<file path="config.mk">
export PLATFORM = sky130hd
export DESIGN_NAME = upm_mode_config
export DESIGN_NICKNAME = d
export VERILOG_FILES = /design/src/include/upm_mode_config_pkg.sv /design/src/logic/upm_loop_counter.sv /design/src/logic/upm_mode_config.sv
export VERILOG_INCLUDE_DIRS = /design/src /design/src/include
export SDC_FILE = /design/constraint.sdc
export NUM_CORES = 1
export LEC_CHECK = 0
export BUFFER_PORTS_ARGS = -buffer_cell sky130_fd_sc_hd__buf_2
export CAP_MARGIN = 20
export CORE_MARGIN = 4
export CORE_UTILIZATION = 40
export DETAILED_ROUTE_END_ITERATION = 16
export PLACE_DENSITY = 0.65
export SYNTH_ARGS = -nofsm -noshare
export SYNTH_HDL_FRONTEND = slang
export SYNTH_SLANG_ARGS = --single-unit
</file>
<file path="constraint.sdc">
create_clock -name clk_i -period 3.18 [get_ports clk_i]
set_input_delay 0.477 -clock clk_i [delete_from_list [all_inputs] [get_ports clk_i]]
set_output_delay 0.477 -clock clk_i [all_outputs]
set_load 0.01 [all_outputs]
</file>
<file path="src/include/upm_mode_config_consts.svh">
// constants for the two user machine mode registers
// assumes word-wide register port, big-endian field numbering mapped to [31:0]
`ifndef UPM_MODE_CONFIG_CONSTS_SVH
`define UPM_MODE_CONFIG_CONSTS_SVH

// ==========================================================
// register offsets
`define OFS_MODE_A        8'h00
`define OFS_MODE_B        8'h04

// ==========================================================
// field positions
`define FLD_PERIOD_LSB    24
`define FLD_EN_BIT        23
`define FLD_AMB_LSB       20
`define FLD_DSA_LSB       17
`define FLD_G0CL_LSB      13
`define FLD_L4OFF_BIT     12
`define FLD_RLF_LSB       8
`define FLD_WLF_LSB       4
`define FLD_TLF_LSB       0

// ==========================================================
// reset values and counts
`define MODE_A_RST        32'h0000_1000
`define MODE_B_RST        32'h0000_1000
`define LOOP_ZERO_PASSES  5'h10
`define LINE0_BASE_BIT    5'h13
`define MUX_BASE_SHIFT    5'h08

`endif

</file>
<file path="src/include/upm_mode_config_pkg.sv">
// types shared by the user machine configuration logic
// assumes upm_mode_config_consts.svh for numeric constants
`default_nettype none

package upm_mode_config_pkg;

	// ==========================================================
	// pattern kinds and loop states
	typedef enum logic [1:0] {
		PAT_READ  = 2'h0,
		PAT_WRITE = 2'h1,
		PAT_TIMER = 2'h2
	} pat_kind_t;

	typedef enum logic [1:0] {
		LOOP_IDLE = 2'b01,
		LOOP_RUN  = 2'b10
	} loop_state_t;

	// ==========================================================
	// register images
	typedef struct packed {
		logic       line4_off;
		logic [3:0] read_loop_count;
		logic [3:0] write_loop_count;
		logic [3:0] timer_loop_count;
	} mode_a_t;

	typedef struct packed {
		logic [7:0] refresh_period_b;
		logic       refresh_enable_b;
		logic [2:0] addr_mux_size_b;
		logic [1:0] same_bank_gap_period;
		logic [2:0] line0_addr_select_b;
		logic       line4_off;
		logic [3:0] read_loop_count;
		logic [3:0] write_loop_count;
		logic [3:0] timer_loop_count;
	} mode_b_t;

	// array word bits the configuration logic looks at
	typedef struct packed {
		logic line4_early_or_wait_enable_bit;
		logic line4_late_or_delay_bit;
		logic row_select;
		logic gap_timer_start_bit;
	} array_word_t;

	// ==========================================================
	// module state
	typedef struct packed {
		loop_state_t st;
		logic [4:0]  left;
	} loop_st_t;

	typedef struct packed {
		mode_a_t     a;
		mode_b_t     b;
		logic [31:0] rdata;
		logic [7:0]  tcnt;
		logic        req;
		logic [2:0]  gap_cnt;
		logic [2:0]  gap_bank;
		logic [1:0]  pin_out;
		logic        general_line_zero;
		logic [31:0] addr_out;
	} cfg_st_t;

endpackage

`default_nettype wire

</file>
<file path="src/logic/upm_loop_counter.sv">
// pass counter for one user machine's pattern loop
// assumes loop_end_i pulses once per loop pass while running
`default_nettype none
`include "upm_mode_config_consts.svh"

module upm_loop_counter (
	input  wire logic                           clk_i,
	input  wire logic                           resetn_i,
	input  wire logic                           start_i,
	input  wire upm_mode_config_pkg::pat_kind_t kind_i,
	input  wire logic [3:0]                     read_code_i,
	input  wire logic [3:0]                     write_code_i,
	input  wire logic [3:0]                     timer_code_i,
	input  wire logic                           loop_end_i,
	output logic                                repeat_o,
	output logic                                busy_o,
	output logic [4:0]                          passes_left_o
);

	upm_mode_config_pkg::loop_st_t s_q;
	upm_mode_config_pkg::loop_st_t s_d;
	logic [3:0]                    code;

	// ==========================================================
	// next state
	always_comb
	begin
		s_d = s_q;
		unique case (kind_i)
			upm_mode_config_pkg::PAT_WRITE: code = write_code_i;
			upm_mode_config_pkg::PAT_TIMER: code = timer_code_i;
			default:                        code = read_code_i;
		endcase
		unique case (s_q.st)
			upm_mode_config_pkg::LOOP_IDLE:
			begin
				if (start_i)
				begin
					// all-zero code means the widest count
					s_d.left = (code == 4'h0) ? `LOOP_ZERO_PASSES : {1'b0, code};
					s_d.st   = upm_mode_config_pkg::LOOP_RUN;
				end
			end
			upm_mode_config_pkg::LOOP_RUN:
			begin
				if (loop_end_i)
				begin
					if (s_q.left > 5'h01)
					begin
						s_d.left = s_q.left - 5'h01;
					end
					else
					begin
						s_d.left = 5'h00;
						s_d.st   = upm_mode_config_pkg::LOOP_IDLE;
					end
				end
			end
		endcase
	end

	always_ff @(posedge clk_i or negedge resetn_i)
	begin
		if (!resetn_i)
		begin
			s_q <= '{st: upm_mode_config_pkg::LOOP_IDLE, left: 5'h00};
		end
		else
		begin
			s_q <= s_d;
		end
	end

	assign repeat_o      = (s_q.st == upm_mode_config_pkg::LOOP_RUN) && loop_end_i
		&& (s_q.left > 5'h01);
	assign busy_o        = (s_q.st == upm_mode_config_pkg::LOOP_RUN);
	assign passes_left_o = s_q.left;

	// ==========================================================
	// checks
	property p_zero_code_sixteen;
		@(posedge clk_i) disable iff (!resetn_i)
		start_i && !busy_o && (code == 4'h0) |=> (passes_left_o == 5'h10);
	endproperty
	a_zero_code_sixteen: assert property (p_zero_code_sixteen)
		else $error("zero loop code did not give sixteen passes");

endmodule

`default_nettype wire

</file>
<file path="src/logic/upm_mode_config.sv">
// mode registers of user machines a and b and the logic they steer
// assumes one clock, synchronous inputs, array bits supplied by the pattern sequencer
`default_nettype none
`include "upm_mode_config_consts.svh"

module upm_mode_config #(
	parameter int ADDR_W = 8
) (
	input  wire logic                                   clk_i,
	input  wire logic                                   resetn_i,
	input  wire logic [ADDR_W-1:0]                      reg_addr_i,
	input  wire logic [31:0]                            reg_wdata_i,
	input  wire logic                                   reg_wr_i,
	input  wire logic                                   reg_rd_i,
	output logic [31:0]                                 reg_rdata_o,
	input  wire logic [1:0]                             pattern_start_i,
	input  wire upm_mode_config_pkg::pat_kind_t [1:0]   pattern_kind_i,
	input  wire logic [1:0]                             loop_end_i,
	output logic [1:0]                                  loop_repeat_o,
	output logic [1:0]                                  loop_busy_o,
	input  wire upm_mode_config_pkg::array_word_t [1:0] array_word_i,
	input  wire logic [1:0]                             line4_pin_i,
	output logic [1:0]                                  line4_pin_o,
	output logic [1:0]                                  line4_pin_oe_o,
	output logic [1:0]                                  wait_o,
	output logic [1:0]                                  delay_o,
	input  wire logic                                   b_active_i,
	input  wire logic [31:0]                            mem_addr_i,
	input  wire logic [2:0]                             bank_i,
	input  wire logic                                   prescaled_tick_i,
	output logic                                        refresh_req_o,
	output logic                                        bank_busy_o,
	output logic                                        general_line_zero_o,
	output logic [31:0]                                 addr_o
);

	upm_mode_config_pkg::cfg_st_t s_q;
	upm_mode_config_pkg::cfg_st_t s_d;
	logic [1:0]                   line4_off;
	logic [3:0]                   rd_code [2];
	logic [3:0]                   wr_code [2];
	logic [3:0]                   tm_code [2];
	logic                         sel_a;
	logic                         sel_b;

	// ==========================================================
	// register images as bus words
	function automatic logic [31:0] pack_a(input upm_mode_config_pkg::mode_a_t m);
		logic [31:0] w;
		w                          = 32'h0000_0000;
		w[`FLD_L4OFF_BIT]          = m.line4_off;
		w[`FLD_RLF_LSB +: 4]       = m.read_loop_count;
		w[`FLD_WLF_LSB +: 4]       = m.write_loop_count;
		w[`FLD_TLF_LSB +: 4]       = m.timer_loop_count;
		return w;
	endfunction

	function automatic logic [31:0] pack_b(input upm_mode_config_pkg::mode_b_t m);
		logic [31:0] w;
		w                          = 32'h0000_0000;
		w[`FLD_PERIOD_LSB +: 8]    = m.refresh_period_b;
		w[`FLD_EN_BIT]             = m.refresh_enable_b;
		w[`FLD_AMB_LSB +: 3]       = m.addr_mux_size_b;
		w[`FLD_DSA_LSB +: 2]       = m.same_bank_gap_period;
		w[`FLD_G0CL_LSB +: 3]      = m.line0_addr_select_b;
		w[`FLD_L4OFF_BIT]          = m.line4_off;
		w[`FLD_RLF_LSB +: 4]       = m.read_loop_count;
		w[`FLD_WLF_LSB +: 4]       = m.write_loop_count;
		w[`FLD_TLF_LSB +: 4]       = m.timer_loop_count;
		return w;
	endfunction

	assign sel_a = (reg_addr_i == ADDR_W'(`OFS_MODE_A));
	assign sel_b = (reg_addr_i == ADDR_W'(`OFS_MODE_B));

	// ==========================================================
	// next state
	always_comb
	begin
		s_d = s_q;

		// bus: reserved positions are not stored, so they read back zero
		if (reg_wr_i && sel_a)
		begin
			s_d.a.line4_off        = reg_wdata_i[`FLD_L4OFF_BIT];
			s_d.a.read_loop_count  = reg_wdata_i[`FLD_RLF_LSB +: 4];
			s_d.a.write_loop_count = reg_wdata_i[`FLD_WLF_LSB +: 4];
			s_d.a.timer_loop_count = reg_wdata_i[`FLD_TLF_LSB +: 4];
		end
		if (reg_wr_i && sel_b)
		begin
			s_d.b.refresh_period_b     = reg_wdata_i[`FLD_PERIOD_LSB +: 8];
			s_d.b.refresh_enable_b     = reg_wdata_i[`FLD_EN_BIT];
			s_d.b.addr_mux_size_b      = reg_wdata_i[`FLD_AMB_LSB +: 3];
			s_d.b.same_bank_gap_period = reg_wdata_i[`FLD_DSA_LSB +: 2];
			s_d.b.line0_addr_select_b  = reg_wdata_i[`FLD_G0CL_LSB +: 3];
			s_d.b.line4_off            = reg_wdata_i[`FLD_L4OFF_BIT];
			s_d.b.read_loop_count      = reg_wdata_i[`FLD_RLF_LSB +: 4];
			s_d.b.write_loop_count     = reg_wdata_i[`FLD_WLF_LSB +: 4];
			s_d.b.timer_loop_count     = reg_wdata_i[`FLD_TLF_LSB +: 4];
		end
		// unmapped reads answer zero
		s_d.rdata = 32'h0000_0000;
		if (reg_rd_i && sel_a)
		begin
			s_d.rdata = pack_a(s_q.a);
		end
		if (reg_rd_i && sel_b)
		begin
			s_d.rdata = pack_b(s_q.b);
		end

		// refresh timer: one request every period ticks; period zero never fires
		s_d.req = 1'b0;
		if (!s_q.b.refresh_enable_b)
		begin
			s_d.tcnt = 8'h00;
		end
		else if (prescaled_tick_i)
		begin
			if ((s_q.b.refresh_period_b != 8'h00)
				&& (s_q.tcnt + 8'h01 >= s_q.b.refresh_period_b))
			begin
				s_d.tcnt = 8'h00;
				s_d.req  = 1'b1;
			end
			else
			begin
				s_d.tcnt = s_q.tcnt + 8'h01;
			end
		end

		// same-bank gap timer, b only; a has no timer here so cannot disturb it
		if (b_active_i && array_word_i[1].gap_timer_start_bit)
		begin
			s_d.gap_cnt  = {1'b0, s_q.b.same_bank_gap_period} + 3'h1;
			s_d.gap_bank = bank_i;
		end
		else if (s_q.gap_cnt != 3'h0)
		begin
			s_d.gap_cnt = s_q.gap_cnt - 3'h1;
		end

		// line4 output level follows the late timing bit of the array word
		for (int m = 0; m < 2; m++)
		begin
			s_d.pin_out[m] = !line4_off[m] && array_word_i[m].line4_late_or_delay_bit;
		end

		// line0 carries A12 for code 0 down to A5 for code 7
		s_d.general_line_zero = b_active_i
			&& mem_addr_i[`LINE0_BASE_BIT + {2'b00, s_q.b.line0_addr_select_b}];

		// row phase shifts the address down by eight plus the mux size code
		if (b_active_i && array_word_i[1].row_select)
		begin
			s_d.addr_out = mem_addr_i >> (`MUX_BASE_SHIFT + {2'b00, s_q.b.addr_mux_size_b});
		end
		else
		begin
			s_d.addr_out = mem_addr_i;
		end
	end

	always_ff @(posedge clk_i or negedge resetn_i)
	begin
		if (!resetn_i)
		begin
			s_q.a.line4_off        <= 1'(`MODE_A_RST >> `FLD_L4OFF_BIT);
			s_q.a.read_loop_count  <= 4'h0;
			s_q.a.write_loop_count <= 4'h0;
			s_q.a.timer_loop_count <= 4'h0;
			s_q.b                  <= '0;
			s_q.b.line4_off        <= 1'(`MODE_B_RST >> `FLD_L4OFF_BIT);
			s_q.rdata              <= 32'h0000_0000;
			s_q.tcnt               <= 8'h00;
			s_q.req                <= 1'b0;
			s_q.gap_cnt            <= 3'h0;
			s_q.gap_bank           <= 3'h0;
			s_q.pin_out            <= 2'h0;
			s_q.general_line_zero               <= 1'b0;
			s_q.addr_out           <= 32'h0000_0000;
		end
		else
		begin
			s_q <= s_d;
		end
	end

	// ==========================================================
	// per-machine loop counters and line4 pins
	assign line4_off = {s_q.b.line4_off, s_q.a.line4_off};
	assign rd_code[0] = s_q.a.read_loop_count;
	assign wr_code[0] = s_q.a.write_loop_count;
	assign tm_code[0] = s_q.a.timer_loop_count;
	assign rd_code[1] = s_q.b.read_loop_count;
	assign wr_code[1] = s_q.b.write_loop_count;
	assign tm_code[1] = s_q.b.timer_loop_count;

	generate
		for (genvar m = 0; m < 2; m++)
		begin : g_mach
			// one counter each keeps a and b loops independent
			upm_loop_counter i_upm_loop_counter (
				.clk_i         (clk_i),
				.resetn_i      (resetn_i),
				.start_i       (pattern_start_i[m]),
				.kind_i        (pattern_kind_i[m]),
				.read_code_i   (rd_code[m]),
				.write_code_i  (wr_code[m]),
				.timer_code_i  (tm_code[m]),
				.loop_end_i    (loop_end_i[m]),
				.repeat_o      (loop_repeat_o[m]),
				.busy_o        (loop_busy_o[m]),
				.passes_left_o ()
			);
			assign line4_pin_oe_o[m] = !line4_off[m];
			assign wait_o[m]  = line4_off[m]
				&& array_word_i[m].line4_early_or_wait_enable_bit && line4_pin_i[m];
			assign delay_o[m] = line4_off[m] && array_word_i[m].line4_late_or_delay_bit;
		end
	endgenerate

	assign line4_pin_o         = s_q.pin_out;
	assign reg_rdata_o         = s_q.rdata;
	assign refresh_req_o       = s_q.req;
	assign general_line_zero_o = s_q.general_line_zero;
	assign addr_o              = s_q.addr_out;
	// busy only against the bank that armed the timer; others still served
	assign bank_busy_o = (s_q.gap_cnt != 3'h0) && (bank_i == s_q.gap_bank);

	// ==========================================================
	// checks
	property p_a_line4_role;
		@(posedge clk_i) disable iff (!resetn_i)
		reg_wr_i && sel_a |=> (line4_pin_oe_o[0] == !$past(reg_wdata_i[`FLD_L4OFF_BIT]));
	endproperty
	a_a_line4_role: assert property (p_a_line4_role)
		else $error("machine a line4 role does not follow its bit");

	property p_b_line4_wait;
		@(posedge clk_i) disable iff (!resetn_i)
		line4_off[1] |-> !line4_pin_oe_o[1] && (wait_o[1] == (line4_pin_i[1]
			&& array_word_i[1].line4_early_or_wait_enable_bit));
	endproperty
	a_b_line4_wait: assert property (p_b_line4_wait)
		else $error("machine b line4 not acting as wait input");

	property p_refresh_off;
		@(posedge clk_i) disable iff (!resetn_i)
		!s_q.b.refresh_enable_b |=> !refresh_req_o;
	endproperty
	a_refresh_off: assert property (p_refresh_off)
		else $error("refresh request while timer disabled");

	property p_refresh_period;
		@(posedge clk_i) disable iff (!resetn_i)
		refresh_req_o |-> $past(prescaled_tick_i)
			&& ($past(s_q.tcnt) + 8'h01 == $past(s_q.b.refresh_period_b));
	endproperty
	a_refresh_period: assert property (p_refresh_period)
		else $error("refresh request not at programmed period");

	property p_gap_four;
		@(posedge clk_i) disable iff (!resetn_i)
		b_active_i && array_word_i[1].gap_timer_start_bit
			&& (s_q.b.same_bank_gap_period == 2'h3) |=> (s_q.gap_cnt == 3'h4);
	endproperty
	a_gap_four: assert property (p_gap_four)
		else $error("gap code 3 did not give four cycles");

	property p_gap_other_bank;
		@(posedge clk_i) disable iff (!resetn_i)
		(bank_i != s_q.gap_bank) |-> !bank_busy_o;
	endproperty
	a_gap_other_bank: assert property (p_gap_other_bank)
		else $error("other bank blocked by gap timer");

	property p_line0_select;
		@(posedge clk_i) disable iff (!resetn_i)
		b_active_i && (s_q.b.line0_addr_select_b == 3'h0) && !reg_wr_i
			|=> (general_line_zero_o == $past(mem_addr_i[19]));
	endproperty
	a_line0_select: assert property (p_line0_select)
		else $error("line0 code 0 did not output A12");

	property p_sep_a;
		@(posedge clk_i) disable iff (!resetn_i)
		reg_wr_i && sel_a |=> $stable(s_q.b);
	endproperty
	a_sep_a: assert property (p_sep_a)
		else $error("write to machine a changed machine b");

	property p_b_read_loop;
		@(posedge clk_i) disable iff (!resetn_i)
		pattern_start_i[1] && !loop_busy_o[1]
			&& (pattern_kind_i[1] == upm_mode_config_pkg::PAT_READ)
			&& (s_q.b.read_loop_count == 4'h1) ##2 loop_end_i[1] |-> !loop_repeat_o[1];
	endproperty
	a_b_read_loop: assert property (p_b_read_loop)
		else $error("single pass read loop repeated");

endmodule

`default_nettype wire

</file>
### Yosys cells after proc, flatten, opt, wreduce, memory -nomap -nowiden

Cells that the tools add are included.

| operators by class | value |
|---|---|
| add/subtract/negate cells | 7 |
| order comparisons | 4 |
| equal/unequal tests | 17 |
| shift operators | 1 |
| muxes and demuxes | 26 |
| reduce and logical (&&, ||, !) cells | 33 |

Operators by type and width:

| operator | count |
|---|---|
| 32-bit 2-to-1 mux | 2 |
| 32-bit by 5-bit >> shifter with 32-bit output | 1 |
| 7-bit 2-to-1 mux | 4 |
| 7-bit case mux with 2 select lines | 2 |
| 1-bit logical AND | 21 |
| 5-bit 2-to-1 mux | 4 |
| 8-bit 2-to-1 mux | 2 |
| 4-bit case mux with 2 select lines | 2 |
| 2-bit != test, second input constant | 7 |
| 13-bit 2-to-1 mux | 1 |
| 5-bit by 1-bit greater-than comparator with 1-bit output, second input constant | 2 |
| 5-bit by 1-bit subtractor with 5-bit output, second input constant | 2 |
| 9-bit 2-to-1 mux | 1 |
| 8-bit by 1-bit adder with 8-bit output, second input constant | 1 |
| 2-bit by 1-bit == test with 1-bit output, second input constant | 4 |
| 2-bit == test, second input constant | 4 |
| 8-bit by 3-bit == test with 1-bit output, second input constant | 1 |
| 8-bit >= comparator | 1 |
| 4-bit zero test | 2 |
| 8-bit zero test | 1 |
| 8-bit nonzero test | 1 |
| 5-bit by 6-bit less-than comparator with 1-bit output, second input constant | 1 |
| 3-bit 2-to-1 mux | 2 |
| 3-bit AND reduction | 2 |
| other kinds (12) | 17 |

| storage, ports and cells | value |
|---|---|
| bits in registers | 139 |
| bits of input ports | 99 |
| output and inout bits | 79 |
| word-level logic and storage cells | 113 |

### Depth between registers and ports, before layout

| logic depth | value |
|---|---|
| depth in word-level cells | 6 |
| gate-level depth with buffers | 8 |

### Modules after synthesis

From an unflattened synthesis, not the netlist that was laid out.

| unflattened totals | value |
|---|---|
| cells, all modules | 681 |
| area total of the unflattened synthesis | 7603.5 um^2 |

By module, submodules not included:

| module | instances | cells an instance | area an instance (um^2) |
|---|---|---|---|
| upm_mode_config | 1 | 541 | 6437.4 |
| upm_loop_counter at g_mach[0].i_upm_loop_counter | 1 | 71 | 596.8 |
| upm_loop_counter at g_mach[1].i_upm_loop_counter | 1 | 69 | 569.3 |

### Worst setup path before layout

Ideal clock, no wire load.

| path | value |
|---|---|
| path type | register to register |
| start point | register s_q[44] in the netlist's numbering |
| end point | register s_q[43] in the netlist's numbering |
| data arrival time | 2216 ps |
| data required time | 3025 ps |
| setup slack | 809 ps |
| cell stages (with the launch flop) | 9 |
| path buffers | 0 |
| path through | dfrtp_1 and3_1 and3_1 xnor2_1 inv_1 ha_1 nand4_1 nor4_1 o31ai_1 |

| between the ends | value |
|---|---|
| word-level cells in the longest chain between the ends | 6 |

RTL lines:

| what | RTL line | RTL |
|---|---|---|
| start: declaration | upm_mode_config.sv:37 | `upm_mode_config_pkg::cfg_st_t s_q;` |
| 8-bit by 1-bit adder with 8-bit output | upm_mode_config.sv:122 | `&& (s_q.tcnt + 8'h01 >= s_q.b.refresh_period_b))` |
| 8-bit >= comparator | upm_mode_config.sv:122 |  |
| 1-bit logical AND | upm_mode_config.sv:122 |  |
| 8-bit 2-to-1 mux | upm_mode_config.sv:121 | `if ((s_q.b.refresh_period_b != 8'h00)` |
| 9-bit 2-to-1 mux | upm_mode_config.sv:119 | `else if (prescaled_tick_i)` |
| 8-bit 2-to-1 mux | upm_mode_config.sv:115 | `if (!s_q.b.refresh_enable_b)` |

Every way passes these cells. The select of a mux whose other input is x is not followed.
A chain may end at the register's enable or synchronous reset.

### Worst setup path after layout

| path | value |
|---|---|
| start point | register s_q[44] in the netlist's numbering |
| end point | register s_q[44] in the netlist's numbering |

| between the ends | value |
|---|---|
| word-level cells in the longest chain between the ends | 6 |

RTL lines:

| what | RTL line |
|---|---|
| 8-bit by 1-bit adder with 8-bit output * | upm_mode_config.sv:122, upm_mode_config.sv:129 |
| 8-bit >= comparator | upm_mode_config.sv:122 |
| 1-bit logical AND | upm_mode_config.sv:122 |
| 8-bit 2-to-1 mux * | upm_mode_config.sv:121 |
| 9-bit 2-to-1 mux * | upm_mode_config.sv:119 |
| 8-bit 2-to-1 mux * | upm_mode_config.sv:115 |

Every way passes the cells marked *; elsewhere a longest branch is shown, timed or not. The select of a mux whose other input is x is not followed.

==> impl_summary.log <==
[metrics] CTS root buf: sky130_fd_sc_hd__clkbuf_16
[metrics] worst slew pin tran: 692.1 ps
[metrics] Placed Instances: 962
[metrics] total global routing overflow: 0
[metrics] switching power as a share of total power: 0.2868
[metrics] Power Density: 595.1 nW/um^2
[metrics] result of the run: completed
[metrics] final critical-path share of the clock period: 0.7884
[metrics] H-tree levels: 4
[metrics] asr flop ratio synth: 1.000
[metrics] Detail Placement HPWL: 12050 um
[metrics] wire length of the first global-routing pass: 26940 um
[metrics] Clk pin slew, worst setup/hold paths: 60 ps
[metrics] wire length on met1: 7645 um
[metrics] total negative slack for setup checks: 0 ps
[metrics] r2r worst-path depth: 8
[metrics] post-synthesis cell count: 643
[metrics] cell-internal power: 3.739 mW
[metrics] number of synthesized register bits: 137
[metrics] share of the core filled with cells: 0.4726
[metrics] DRC violation count after routing: 0
[metrics] count of inserted antenna diode cells: 0
[metrics] portion of synthesized cell area occupied by the leading cell type: 0.4394
[metrics] TritonRoute pass-1 iters: 4
[metrics] count of flip-flops with a built-in enable after synthesis: 0
[metrics] smallest setup slack after layout: 672.8 ps
[metrics] P&R area growth vs syn: 16.32%
[metrics] via density per instance: 5.098
[metrics] critical-path maximum fanout: 7
[metrics] top cells by area in the synthesized netlist: sky130_fd_sc_hd__dfrtp_1 44%, sky130_fd_sc_hd__mux2_4 7.9%, sky130_fd_sc_hd__buf_4 6.9%
[metrics] fraction of final layout cells with drive strength greater than 1: 0.3863
[metrics] Resize count post-CTS: 0
[metrics] total via count in the routed design: 5073
[metrics] sequential share of power: 0.389
[metrics] TritonCTS clock tree: built
[metrics] number of max-slew violations in the final report: 0
[metrics] clock share of power: 0.391
[metrics] leading cell type by number of instances after synthesis: sky130_fd_sc_hd__dfrtp_1
[metrics] most used standard cells in the synthesized netlist: 133 x sky130_fd_sc_hd__dfrtp_1, 70 x sky130_fd_sc_hd__buf_4, 45 x sky130_fd_sc_hd__nand2_1
[metrics] fill cell total of the finished layout: 1704
[metrics] quantity of hold-fixing buffers added after cts: 0
[metrics] Gate power share: 0.219
[metrics] number of nets with antenna violations after routing: 0
[metrics] WL met2: 7790 um
[metrics] Met3 Wirelength: 764 um
[metrics] syn_area_per_cell: 11.78 um^2
[metrics] net switching power of the design: 1.504 mW
[metrics] CTS sink count: 137
[metrics] number of buffers created by CTS: 17
[metrics] Worst setup EP type: register
[metrics] IO buf count: 171
[metrics] Max Used Layer: met4
[metrics] Max transition margin: 0.5386
[metrics] Pwr Total: 5.243 mW
[metrics] Register-to-Register Setup Slack: 670 ps
[metrics] Clock Latency Late Sink: 420 ps
[metrics] Cell Rows: 50
[metrics] overall fraction of global-route tracks in use: 0.1573
[metrics] startpoint of the lowest-slack register-to-register path: s_q[44]
[metrics] post-place setup slack: 583.9 ps
[metrics] average wire length per cell after detail routing: 16.57 um
[metrics] post-CTS setup buffers: 0
[metrics] critical path class: register to register
[metrics] data arrival time of the critical path: 2820 ps
[metrics] final standard cell count with taps included and fillers excluded: 995
[metrics] initial antenna violation count: 0
[metrics] startpoint class of the critical path: register
[metrics] Final Wtd Congestion: 0.8388
[metrics] Critical Path RT: 3490 ps
[metrics] maximum number of pins on one net before global-route repair: 71
[metrics] floorplan die area: 21200 um^2
[metrics] Synth Flop Type: sky130_fd_sc_hd__dfrtp_1
[metrics] worst ir drop on vdd: 0.3595 mV
[metrics] vias in the first global route: 5107
[metrics] Max Cap Violations: 0
[metrics] leakage power: 4.385 nW
[metrics] number of failing hold endpoints at the final stage: 0
[metrics] number of DRC markers after the initial detailed-route iteration: 316
[metrics] Initial Utilization: 0.4063
[metrics] clock tree skew after final layout: 10.45 ps
[metrics] buffers from clock root to sink, at most: 2
[metrics] width of the die: 145.6 um
[metrics] setup repair after global routing missed its margin: false
[metrics] overall die height: 145.6 um
[metrics] synth warn: 0
[metrics] area inside the core boundary: 18640 um^2
[metrics] cell type with the highest aggregate area in the netlist: sky130_fd_sc_hd__dfrtp_1
[metrics] count of final setup violators: 0
[metrics] io pins: 178
[metrics] routed wire length: 16490 um
[metrics] class of the worst hold path: input pin to async pin
[metrics] Final #Nets: 869
[metrics] unique cell type count in the Yosys netlist: 62
[metrics] synthesized cell area: 7575 um^2
[metrics] reg-to-reg critical path endpoint: s_q[44]
[metrics] fraction of the yosys area taken by sequential cells: 0.4533
[metrics] timing-limited maximum frequency: 0.3988 GHz
[metrics] Tmin final: 2507 ps
## cells in the final DEF, fill, tap and decap left out, types with 8 or more instances in the layout
cell type                     n
sky130_fd_sc_hd__a21oi_1     10
sky130_fd_sc_hd__mux2_4      40
sky130_fd_sc_hd__nor2b_1      9
sky130_fd_sc_hd__ha_1        21
sky130_fd_sc_hd__mux2i_1     28
sky130_fd_sc_hd__inv_1       31
sky130_fd_sc_hd__and2_1      30
sky130_fd_sc_hd__clkbuf_16   17
sky130_fd_sc_hd__nand2_1     45
sky130_fd_sc_hd__nor2_1      11
sky130_fd_sc_hd__nand3_1      8
sky130_fd_sc_hd__o21ai_0     29
sky130_fd_sc_hd__a22o_1      15
sky130_fd_sc_hd__buf_2      170
sky130_fd_sc_hd__mux4_2      23
sky130_fd_sc_hd__dfrtp_1    133
## cells by family (layout without fill, tap and decap cells)
logic type               count (synthesis)  after routing  synth area share
AO/OA/AOI/OAI                          107            107           0.09895
XOR/XNOR                                11             11           0.01272
adder cells (fa/ha/maj)                 21             21           0.03469
buffers and inverters                  125            242            0.1017
flip-flops                             137            137            0.4533
multiplexers                            97             97            0.1936
other                                    1              2         0.0004951
AND/OR/NAND/NOR                        144            144            0.1046
## sequential cells by signal, indices dropped and copies added (netlist names)
signal                                   cells
line4_pin_o                                  2
refresh_req_o                                1
g_mach.i_upm_loop_counter.passes_left_o     10
s_q                                         47
general_line_zero_o                          1
rd_code                                      8
g_mach.i_upm_loop_counter.s_q                4
line4_off                                    2
reg_rdata_o                                 30
addr_o                                      32
## area by class of cell
| cell class | count | area [um^2] | area share |
|---|---|---|---|
| multi-input cells | 382 | 3374 | 0.3830 |
| clock inverters | 11 | 145.1 | 0.01647 |
| clock buffers | 20 | 466.7 | 0.05297 |
| flip-flops and latches | 137 | 3433 | 0.3897 |
| inverters | 31 | 116.4 | 0.01321 |
| repair buffers | 180 | 982.2 | 0.1115 |
| well taps | 234 | 292.8 | 0.03323 |
## power by group through the flow
stage,Sequential (mW),Clock [mW],Combinational (mW)
2_1_floorplan,2.03,0,0.897
3_3_place_gp,2.07,0,1.12
3_5_place_dp,2.08,0,1.14
4_1_cts,2.05,2.10,1.14
5_1_grt,2.07,2.17,1.28
6_report,2.04,2.05,1.15
## metrics by stage
stage	hold WS, ps	cell area [um^2]
after floorplan	181.4	7579
after global placement	476.6	8144
after detailed placement	490.6	8144
after CTS	63.23	8756
after global routing	89.12	8811
final	34.37	8811
## worst max-delay path by stage
stage,from,endpoint,slack [ps],cells past startpoint
after CTS,s_q[42],s_q[44],670,8
after detailed placement,reg_addr_i[5],rd_code[5],580,5
after global routing,s_q[42],s_q[49],440,8
after floorplan,s_q[44],s_q[43],810,8
after global placement,reg_addr_i[5],s_q[117],620,5
final,s_q[44],s_q[44],670,8
## per-layer routing
| layer | up-vias | track usage |
|---|---|---|
| li1 | 2449 | - |
| met5 | - | 0 |
| met1 | 2460 | 0.2098 |
| met4 | 0 | 0.05556 |
| met2 | 144 | 0.2515 |
| met3 | 20 | 0.03862 |
## critical path: stages (launching register included)
cell,delay [ps]
sky130_fd_sc_hd__dfrtp_1,450
sky130_fd_sc_hd__and3_1,220
sky130_fd_sc_hd__and3_1,180
sky130_fd_sc_hd__xnor2_1,210
sky130_fd_sc_hd__inv_1,70
sky130_fd_sc_hd__ha_1,330
sky130_fd_sc_hd__nand4_1,130
sky130_fd_sc_hd__or4_1,540
sky130_fd_sc_hd__a32o_1,260
No activity file was read; power rests on OpenSTA's default activity.
